===== src/rtl/alimc_pkg.sv =====
// Package for the left-channel line input mix control register bank.
// Assumes a simple byte-wide register port from the device control bus.
// Function
// - Register 0x14 bit 7 picks single-ended (0) or differential (1) mode.
// - Register 0x14 bits 6..3 set attenuation, 0 to -12 dB, 1.5 dB steps.
// - Any valid level code connects the input; 1111, the reset value, disconnects.
// - Register 0x14 bit 2 enables weak common-mode bias; resets to 0.
// - Register 0x14 bits 1..0 read zero; software writes zeros.
// - Register 0x15 bit 7 picks single-ended or differential mode; resets to 0.
// - Register 0x15 bits 6..3 set attenuation, 0 to -12 dB, 1.5 dB steps.
// - Valid level code connects the input; 1111, the reset value, disconnects.
// - Register 0x15 bits 2..0 read zero; software writes zeros.

package alimc_pkg;

    // ------------------------------------------------------------------
    // Register map and fields
    // ------------------------------------------------------------------
    localparam logic [7:0] ADDR_SECOND_LEFT  = 8'h14;
    localparam logic [7:0] ADDR_FIRST_RIGHT  = 8'h15;
    localparam int         MODE_BIT          = 7;
    localparam int         LEVEL_MSB         = 6;
    localparam int         LEVEL_LSB         = 3;
    localparam int         BIAS_BIT          = 2;
    localparam logic [3:0] LEVEL_RESET       = 4'hf;
    localparam logic       MODE_RESET        = 1'b0;
    localparam logic       BIAS_RESET        = 1'b0;
    localparam logic       CONN_RESET        = 1'b0;
    localparam logic [7:0] RDATA_RESET       = 8'h00;
    localparam logic [3:0] LEVEL_MAX_VALID   = 4'h8;
    localparam logic [3:0] LEVEL_OFF         = 4'hf;

    // ------------------------------------------------------------------
    // Types
    // ------------------------------------------------------------------
    typedef struct packed {
        logic       diff_mode_select;
        logic [3:0] level;
    } alimc_route_s;

    typedef struct packed {
        alimc_route_s second_left;
        logic         bias_en;
        alimc_route_s first_right;
        logic         sl_conn;
        logic         fr_conn;
        logic [7:0]   rdata;
    } alimc_state_s;

endpackage : alimc_pkg


===== src/rtl/alimc_regs.sv =====
// Line input to left mixer control registers.
// Assumes the control bus presents one-cycle write and read strobes on mclk.
`timescale 1ns/1ps
`default_nettype none

module alimc_regs
(
    input  wire logic       mclk,
    input  wire logic       rstn,
    input  wire logic [7:0] addr,
    input  wire logic       wr_en,
    input  wire logic [7:0] wdata,
    input  wire logic       rd_en,
    output logic      [7:0] rdata,
    output logic            second_left_line_input_diff,
    output logic      [3:0] second_left_line_input_level,
    output logic            second_left_line_input_connect,
    output logic            left_weak_bias_en,
    output logic            first_right_line_input_diff,
    output logic      [3:0] first_right_line_input_level,
    output logic            first_right_line_input_connect
);

    // ------------------------------------------------------------------
    // State
    // ------------------------------------------------------------------
    alimc_pkg::alimc_state_s state;
    alimc_pkg::alimc_state_s next_state;

    // Codes up to the last valid step connect the input.
    function automatic logic level_connects(input logic [3:0] lvl);
        level_connects = (lvl <= alimc_pkg::LEVEL_MAX_VALID);
    endfunction : level_connects

    function automatic logic [7:0] pack_reg(input alimc_pkg::alimc_route_s r,
                                            input logic b);
        pack_reg = {r.diff_mode_select, r.level, b, 2'h0};
    endfunction : pack_reg

    // ------------------------------------------------------------------
    // Next state
    // ------------------------------------------------------------------
    always_comb
    begin
        next_state = state;
        if (wr_en && addr == alimc_pkg::ADDR_SECOND_LEFT)
        begin
            next_state.second_left.diff_mode_select = wdata[alimc_pkg::MODE_BIT];
            next_state.second_left.level =
                wdata[alimc_pkg::LEVEL_MSB:alimc_pkg::LEVEL_LSB];
            next_state.bias_en = wdata[alimc_pkg::BIAS_BIT];
        end
        if (wr_en && addr == alimc_pkg::ADDR_FIRST_RIGHT)
        begin
            next_state.first_right.diff_mode_select = wdata[alimc_pkg::MODE_BIT];
            next_state.first_right.level =
                wdata[alimc_pkg::LEVEL_MSB:alimc_pkg::LEVEL_LSB];
        end
        if (rd_en)
        begin
            unique case (addr)
                alimc_pkg::ADDR_SECOND_LEFT:
                    next_state.rdata = pack_reg(state.second_left, state.bias_en);
                alimc_pkg::ADDR_FIRST_RIGHT:
                    next_state.rdata = pack_reg(state.first_right, 1'b0);
                default:
                    next_state.rdata = 8'h00;
            endcase
        end
        next_state.sl_conn = level_connects(next_state.second_left.level);
        next_state.fr_conn = level_connects(next_state.first_right.level);
    end

    always_ff @(posedge mclk)
    begin
        if (!rstn)
        begin
            state.second_left.diff_mode_select <= alimc_pkg::MODE_RESET;
            state.second_left.level            <= alimc_pkg::LEVEL_RESET;
            state.bias_en                      <= alimc_pkg::BIAS_RESET;
            state.first_right.diff_mode_select <= alimc_pkg::MODE_RESET;
            state.first_right.level            <= alimc_pkg::LEVEL_RESET;
            state.sl_conn                      <= alimc_pkg::CONN_RESET;
            state.fr_conn                      <= alimc_pkg::CONN_RESET;
            state.rdata                        <= alimc_pkg::RDATA_RESET;
        end
        else
        begin
            state <= next_state;
        end
    end

    // ------------------------------------------------------------------
    // Outputs
    // ------------------------------------------------------------------
    assign rdata                          = state.rdata;
    assign second_left_line_input_diff    = state.second_left.diff_mode_select;
    assign second_left_line_input_level   = state.second_left.level;
    assign second_left_line_input_connect = state.sl_conn;
    assign left_weak_bias_en              = state.bias_en;
    assign first_right_line_input_diff    = state.first_right.diff_mode_select;
    assign first_right_line_input_level   = state.first_right.level;
    assign first_right_line_input_connect = state.fr_conn;

endmodule : alimc_regs

`default_nettype wire


===== config.mk =====
export PLATFORM = sky130hd
export DESIGN_NAME = alimc_regs
export DESIGN_NICKNAME = d
export VERILOG_FILES = /design/src/rtl/alimc_pkg.sv /design/src/rtl/alimc_regs.sv
export SDC_FILE = /design/constraint.sdc
export NUM_CORES = 1
export LEC_CHECK = 0
export BUFFER_PORTS_ARGS = -buffer_cell sky130_fd_sc_hd__buf_2
export CORE_UTILIZATION = 41
export DETAILED_ROUTE_END_ITERATION = 12
export PLACE_DENSITY = 0.79
export SLEW_MARGIN = 20
export SYNTH_ARGS = -nofsm -noshare
export SYNTH_HDL_FRONTEND = slang
export SYNTH_SLANG_ARGS = --single-unit

===== constraint.sdc =====
create_clock -name mclk -period 1.3 [get_ports mclk]
set_input_delay 0.26 -clock mclk [delete_from_list [all_inputs] [get_ports mclk]]
set_output_delay 0.26 -clock mclk [all_outputs]
set_load 0.01 [all_outputs]

Yosys cells after proc, flatten, opt, wreduce, memory -nomap -nowiden

Cells that the tools add are included.

Register bits: 21
Output and inout bits: 21

$lt $le $gt $ge: 2
Equal/unequal tests: 2
Muxes and demuxes: 3
Reduce and logical (&&, ||, !) cells: 2

Operators by type and width:

| operator                                                         | count |
|---|---|
| 8-bit by 5-bit == test with 1-bit output (second input constant) | 2 |
| 8-bit case mux with 2 select lines                               | 1 |
| 4-bit <= comparator (second input constant)                      | 2 |
| 5-bit two-way mux                                                | 1 |
| 4-bit two-way mux                                                | 1 |
| 1-bit logical AND                                                | 2 |

Logic depth before layout (Yosys ltp)

Gate-level depths: netlist of the first run.

Depth in word-level cells: 4
Gate-level depth with buffers: 4
Mapped depth without buffers: 3

Least setup slack after synthesis of the first run

Ideal clock, no wire load.

Path kind: input to register
Start: input port addr[5]
End: register state (netlist bit first_right_line_input_connect)
Library setup time: 0.072 ns
Arrival: 1.184 ns
Required time: 1.228 ns
Path slack: 0.045 ns
Cell stages on the path: 4
Cell sequence: nor4b_4 > and4_1 > buf_6 > mux2i_1

Longest elaborated chain between the ends: 4

RTL lines:

| element                                  | line             | RTL |
|---|---|---|
| start, declared                          | alimc_regs.sv:10 | `input wire logic [7:0] addr,` |
| 8-bit by 5-bit == test with 1-bit output | alimc_regs.sv:53 | `if (wr_en && addr == alimc_pkg::ADDR_FIRST_RIGHT)` |
| 1-bit logical AND                        | alimc_regs.sv:53 |  |
| 4-bit two-way mux                        | alimc_regs.sv:53 |  |
| 4-bit <= comparator                      | alimc_regs.sv:32 | `level_connects = (lvl <= alimc_pkg::LEVEL_MAX_VALID);` |
| end signal, assigned                     | alimc_regs.sv:89 | `state <= next_state;` |
| end, declared                            | alimc_regs.sv:27 | `alimc_pkg::alimc_state_s state;` |

No other way between the ends.
A chain may end at the register's enable or synchronous reset.

Final worst setup path of the first run

Start: register state (netlist bit first_right_line_input_level[0])
End: output port first_right_line_input_level[0]

RTL lines:

| element       | line             | RTL |
|---|---|---|
| end, declared | alimc_regs.sv:20 | `output logic [3:0] first_right_line_input_level,` |

No word-level cell between the ends.

==> summary.md, run 1 <==
| Metric | Value |
|---|---|
| Status | `complete, no violations` |
| Most frequent cells in the layout | `36 x buf_2, 19 x dfxtp_1, 13 x nor2b_1, 13 x mux2i_1, 8 x nand2_1` |
| Synthesized cell area | `just over 900 sq um` |
| Vias per inst | `5.103` |
| Most common cell after layout, fill and taps aside | `buf_2` |
| Root buffer cell | `clkbuf_4` |
| Initial DRC count | `8` |
| GRT met2 Usage | `0.2793` |
| Pre-CTS WS | `-0.08104 ns` |
| HPWL Detailed | `approximately 1500 um` |
| Die height | `49.56 um` |
| Diodes inserted | `0` |
| WP buf/inv | `1` |
| Crit-path max FO | `4` |
| CTS HTree Levels | `1` |
| Post-CTS Resized | `0` |
| Critical Path, Cell by Cell | `buf_2` |
| Clock latency on the worst-skew pair | `0.29 ns` |
| Critical path class | `flop to output pin` |
| Initial core utilization | `0.4540` |
| P&R area growth vs syn | `24.29%` |
| Total power | `950.1 uW` |
| Post-CTS Setup Repair Bufs | `0` |
| Vias | `between 700 and 800` |
| Seq/Total Area, Yosys | `0.4103` |
| # DRC | `0` |
| R2R depth | `3` |
| Clk slew on worst S/H paths | `0.10 ns` |
| Vias in the first global route | `~740` |
| CTS max path bufs | `2` |
| Cell variety after synth | `17` |
| CTS buffer count | `3` |
| Max cap viols | `0` |
| Grt met1 use | `0.2180` |
| Post-Syn Instances | `92` |
| CTS Sinks | `19` |
| LEAKAGE | `0.5019 nW` |
| Multi-input logic area | `about 500 sq um` |
| Die Wd | `~50 um` |
| CTS tree | `built` |
| WL final | `1935 um` |
| Setup_tns | `0 ns` |
| Final setup viols | `0` |
| RSZ-0062 raised after global routing | `false` |
| Crit-path leading delay family | `flip-flops` |
| Largest net degree at the start of global routing | `27` |
| First-pass DRT Iterations | `3` |
| P per Cell Area | `824.4 nW/um^2` |
| CTS Hold Bufs | `0` |
| Final Hold Fails | `0` |
| Placed cell area | `1126 sq um` |
| Critical path depth | `1` |
| Critical Path Slowest Stage Cell | `dfxtp_1` |
| Post-layout minimum cycle time | `1.120 ns` |
| GRT met3 Usage | `0.04012` |
| Critical Path RT | `about 1.0 ns` |
| First-pass GRT wire length | `3236 um` |
| Worst Path Arrival | `0.86 ns` |
| # rows | `16` |
| Worst setup margin | `0.1798 ns` |
| Crit path capture type | `output pin` |
| Worst Clk Skew | `0.003428 ns` |
| Core Box Area | `2042 sq um` |
| CP startpoint kind | `flop` |
| Final ANT Viol Nets | `0` |
| Final nets | `150` |
| Maximum VDD drop | `around 760 uV` |
| Slowest stage delay, CP | `0.41 ns` |
| Io pins | `41` |
| Register area | `approximately 380 sq um` |
| Seq cells post-synth | `19` |
| # fillers | `211` |
| Gr busiest metal | `met2` |
| Share of the clock period used by the worst path | `0.8617` |
| FMAX | `892.7 MHz` |
| Share of cells above drive strength 1 | `0.3876` |
| Routed wire per std cell | `12.40 um` |
| RePlAce Congestion | `0.7235` |
| Global-route usage over all layers | `0.1688` |
| YS warnings | `0` |
| Grt ovf | `0` |
| Pins Over Slew Limit | `0` |
| Hold/Removal Path Class | `primary input to flop` |
| Avg Inst Size Synth | `~10 sq um` |
| Die area | `between 2000 and 2500 sq um` |
| Antenna violations before repair | `0` |
| Final Cell Area | `1152 sq um` |
| Hold path depth | `3` |
| Port bufs | `36` |
[final timing paths]
kind	startpoint	to	slack [ns]
worst max register to register	first_right_line_input_level[0]	rdata[3]	0.41
worst min register to register	left_weak_bias_en	left_weak_bias_en	0.48
worst max-delay path	first_right_line_input_level[0]	first_right_line_input_level[0]	0.18
worst min-delay path	wdata[2]	left_weak_bias_en	0.21
[registers in the layout (all words and copies together), names as in the netlist]
| signal | count |
|---|---|
| first_right_line_input_connect | 1 |
| first_right_line_input_diff | 1 |
| first_right_line_input_level | 4 |
| left_weak_bias_en | 1 |
| rdata | 6 |
| second_left_line_input_connect | 1 |
| second_left_line_input_diff | 1 |
| second_left_line_input_level | 4 |
[routing by layer]
layer | part of all wire | vias up
met5 | 0 | -
met4 | 0.0052 | 0
met3 | 0.070 | 2
li1 | - | 392
met2 | 0.47 | 32
met1 | 0.46 | 370
[cell usage after synthesis, drive strengths merged]
cell | instances | area, sq um
dfxtp | 19 | 380.4
mux2i | 13 | 130.1
nor2b | 13 | 81.33
nand2 | 8 | 30.03
a21boi | 6 | 45.04
nand2b | 6 | 37.54
nand4 | 6 | 37.54
mux2 | 5 | 56.30
buf | 4 | 33.78
clkbuf | 4 | 15.01
o31ai | 3 | 22.52
and4 | 1 | 8.760
conb | 1 | 3.750
nand4b | 1 | 8.760
nor3b | 1 | 12.51
nor4b | 1 | 23.77
[power by group]
part / switching, mW / total [mW] / internal [mW]
registers: 0.000581 / 0.583 / 0.582
clock network: 0.162 / 0.281 / 0.119
logic: 0.0434 / 0.0860 / 0.0426
[cells by family (layout without fill, tap and decap cells)]
kind of cell / count (synthesis) / after routing / share of synthesized area
and+or+nand+nor: 37 / 37 / 0.2591
DFF: 19 / 19 / 0.4103
muxes: 18 / 18 / 0.2011
AOI/OAI and AO/OA: 9 / 9 / 0.07287
buffers and inverters: 8 / 44 / 0.05262
other: 1 / 2 / 0.004045
[metrics by stage]
step / hold WS [ns] / cells / utilization
finish: 0.2134 / 156 / 0.5643
global placement: 0.4562 / 152 / 0.5515
floorplan: 0.3988 / 93 / -
CTS: 0.2017 / 156 / 0.5643
global route: 0.2068 / 156 / 0.5643
detailed placement: 0.4716 / 152 / 0.5515
[area by class of cell]
class / count / share of cell area
multi-input cells: 66 / 0.4354
flip-flops and latches: 19 / 0.3301
repair buffers: 40 / 0.1824
well taps: 27 / 0.02932
clock buffers: 4 / 0.02280
Power figures use the tool's default switching activity.
==> run 2, diff against run 1 <==
--- a/config.mk
+++ b/config.mk
@@ -8,6 +8,7 @@
 export BUFFER_PORTS_ARGS = -buffer_cell sky130_fd_sc_hd__buf_2
 export CORE_UTILIZATION = 41
 export DETAILED_ROUTE_END_ITERATION = 12
+export GPL_TIMING_DRIVEN = 0
 export PLACE_DENSITY = 0.79
 export SLEW_MARGIN = 20
 export SYNTH_ARGS = -nofsm -noshare
==> constraint.sdc (replaced) <==
create_clock -name mclk -period 1.3 [get_ports mclk]
set_input_delay 0.065 -clock mclk [delete_from_list [all_inputs] [get_ports mclk]]
set_output_delay 0.065 -clock mclk [all_outputs]
set_load 0.01 [all_outputs]
==> run 2 against run 1 <==
Net effect: flip-flop and latch count unchanged; clock-buffer cell count unchanged; clock power increased by 4%; worst hold slack got worse by 0.20 ns; sequential power about the same; power increased by 1.8%; cell area increased by 1.2%; setup slack improved by 0.11 ns; via count decreased by 0.50%; utilization increased by 0.67 points; maximum frequency increased by 10%; largest cell class unchanged; routed wire length increased by 2.5%; highest routed layer unchanged.
==> summary.md, run 2 (synthesized netlist as in run 1, its figures left out) <==
| Metric | Value |
|---|---|
| Crit path capture type | `flop (was output pin)` |
| Grt ovf | `0 (unchanged)` |
| Min Hold Slack | `0.009771 ns (was 0.2134 ns)` |
| Most frequent cells in the layout | `35 x buf_2, 19 x dfxtp_1, 13 x nor2b_1, 13 x mux2i_1, 8 x nand2_1 (was 36 x buf_2, 19 x dfxtp_1, 13 x nor2b_1, 13 x mux2i_1, 8 x nand2_1)` |
| Most flops, register | `rdata (unchanged)` |
| CTS Sinks | `19 (unchanged)` |
| Initial DRC count | `5 (was 8)` |
| Vias | `792 (was 796)` |
| Worst Path Arrival | `1.24 ns (was 0.86 ns)` |
| Port bufs | `35 (was 36)` |
| Vias in the first global route | `771 (was 735)` |
| Final ANT Viol Nets | `0 (unchanged)` |
| Antenna violations before repair | `0 (unchanged)` |
| Routed wire per std cell | `12.48 um (was 12.40 um)` |
| Worst Clk Skew | `0.002841 ns (was 0.003428 ns)` |
| Die height | `49.56 um (unchanged)` |
| Placed cell area | `1140 sq um (was 1126 sq um)` |
| Detail Route met3 WL | `118 um (was 136 um)` |
| CTS max path bufs | `2 (unchanged)` |
| CP startpoint kind | `primary input (was flop)` |
| Met1 WL | `930 um (was 881 um)` |
| Met2 routed WL | `910 um (was 906 um)` |
| Uppermost layer routed | `met4 (unchanged)` |
| RePlAce Congestion | `0.7271 (was 0.7235)` |
| Max cap viols | `0 (unchanged)` |
| Crit-path max FO | `8 (was 4)` |
| Final Hold Fails | `0 (unchanged)` |
| Vias per inst | `4.981 (was 5.103)` |
| HPWL Detailed | `1506 um (was 1484 um)` |
| Critical Path RT | `1.53 ns (was 1.04 ns)` |
| CTS buffer count | `3 (unchanged)` |
| Largest net degree at the start of global routing | `11 (was 27)` |
| First-pass GRT wire length | `3353 um (was 3236 um)` |
| CTS tree | `built (unchanged)` |
| CTS HTree Levels | `1 (unchanged)` |
| Hold/Removal Path Class | `primary input to flop (unchanged)` |
| Clk slew on worst S/H paths | `0.10 ns (about the same)` |
| Maximum VDD drop | `556.9 uV (was 764.8 uV)` |
| Total power | `967.0 uW (was 950.1 uW)` |
| Post-CTS Setup Repair Bufs | `0 (unchanged)` |
| Share of the clock period used by the worst path | `0.7803 (was 0.8617)` |
| Post-layout minimum cycle time | `1.014 ns (was 1.120 ns)` |
| Final Cell Area | `1166 sq um (was 1152 sq um)` |
| Clock latency on the worst-skew pair | `0.29 ns (about the same)` |
| Post-Layout Cell Count | `159 (was 156)` |
| Io pins | `41 (unchanged)` |
| Post-CTS Resized | `0 (unchanged)` |
| # fillers | `204 (was 211)` |
| Pins Over Slew Limit | `0 (unchanged)` |
| Global-route usage over all layers | `0.1753 (was 0.1688)` |
| Multi-input logic area | `501.7 sq um (unchanged)` |
| # rows | `16 (unchanged)` |
| Final setup viols | `0 (unchanged)` |
| Initial core utilization | `0.4540 (unchanged)` |
| P&R area growth vs syn | `25.78% (was 24.29%)` |
| Critical path class | `primary input to flop (was flop to output pin)` |
| RSZ-0062 raised after global routing | `false (unchanged)` |
| # DRC | `0 (unchanged)` |
| Die Wd | `49.56 um (unchanged)` |
| Share of cells above drive strength 1 | `0.3712 (was 0.3876)` |
| Register area | `380.4 sq um (unchanged)` |
| Most common cell after layout, fill and taps aside | `buf_2 (unchanged)` |
| LEAKAGE | `0.5036 nW (was 0.5019 nW)` |
| Status | `complete, no violations (unchanged)` |
| FMAX | `985.8 MHz (was 892.7 MHz)` |
| Largest register FFs | `6 (unchanged)` |
| Diodes inserted | `0 (unchanged)` |
| Final nets | `153 (was 150)` |
| First-pass DRT Iterations | `4 (was 3)` |
| Placed insts | `155 (was 152)` |
| WL final | `1984 um (was 1935 um)` |
| Die area | `2456 sq um (unchanged)` |
| Core Box Area | `2042 sq um (unchanged)` |
| P per Cell Area | `829.2 nW/um^2 (was 824.4 nW/um^2)` |
| Root buffer cell | `clkbuf_4 (unchanged)` |
| CTS Hold Bufs | `0 (unchanged)` |
## run 2: changes by cell type in the layout (fill, tap and decap cells not counted), sizes merged
cell	previous run	this run
buf	40	39
clkbuf	4	8
## run 2: routing by layer
metal  vias to the layer above  track usage
li1                        396            -
met1                       360       0.2237
met2                        32       0.2928
met3                         4      0.03395
met4                         0      0.05714
met5                         -            0
## run 2: where the power goes
group	internal [mW]	leakage, nW	switching, mW
combinational	0.0456	0.335	0.0459
sequential	0.582	0.153	0.000606
clock	0.119	0.0150	0.173
total	0.748	0.504	0.219
## run 2: path summary, 6_finish.rpt
check / to / depth (start not counted) / slack, ns / from
hold reg to reg: rdata[2] / 2 / 0.48 / rdata[2]
setup reg to reg: rdata[3] / 3 / 0.38 / first_right_line_input_level[0]
setup / recovery: first_right_line_input_level[0] / 5 / 0.29 / addr[5]
hold / removal: left_weak_bias_en / 3 / 0.01 / wdata[2]
## run 2: metrics by stage
stage | worst slack (ns) | setup TNS (ns) | utilization
6_report | 0.2856 | 0 | 0.5711
5_1_grt | 0.1843 | 0 | 0.5711
4_1_cts | 0.2897 | 0 | 0.5711
3_5_place_dp | -0.02909 | -0.05045 | 0.5582
3_3_place_gp | 0.02045 | 0 | 0.5582
2_1_floorplan | 0.2396 | 0 | -
## run 2: layout make-up
cell class	count	share of cell area
plain buffers	8	0.04185
clock buffers	4	0.02253
repair buffers	35	0.1502
flip-flops and latches	19	0.3262
multi-input cells	66	0.4303
well taps	27	0.02897
## run 2: worst max-delay path, cell delays in order
cell and delay (ns):
buf_2 0.11, nor4b_4 0.46, and4_1 0.27, buf_6 0.14, mux2i_1 0.19
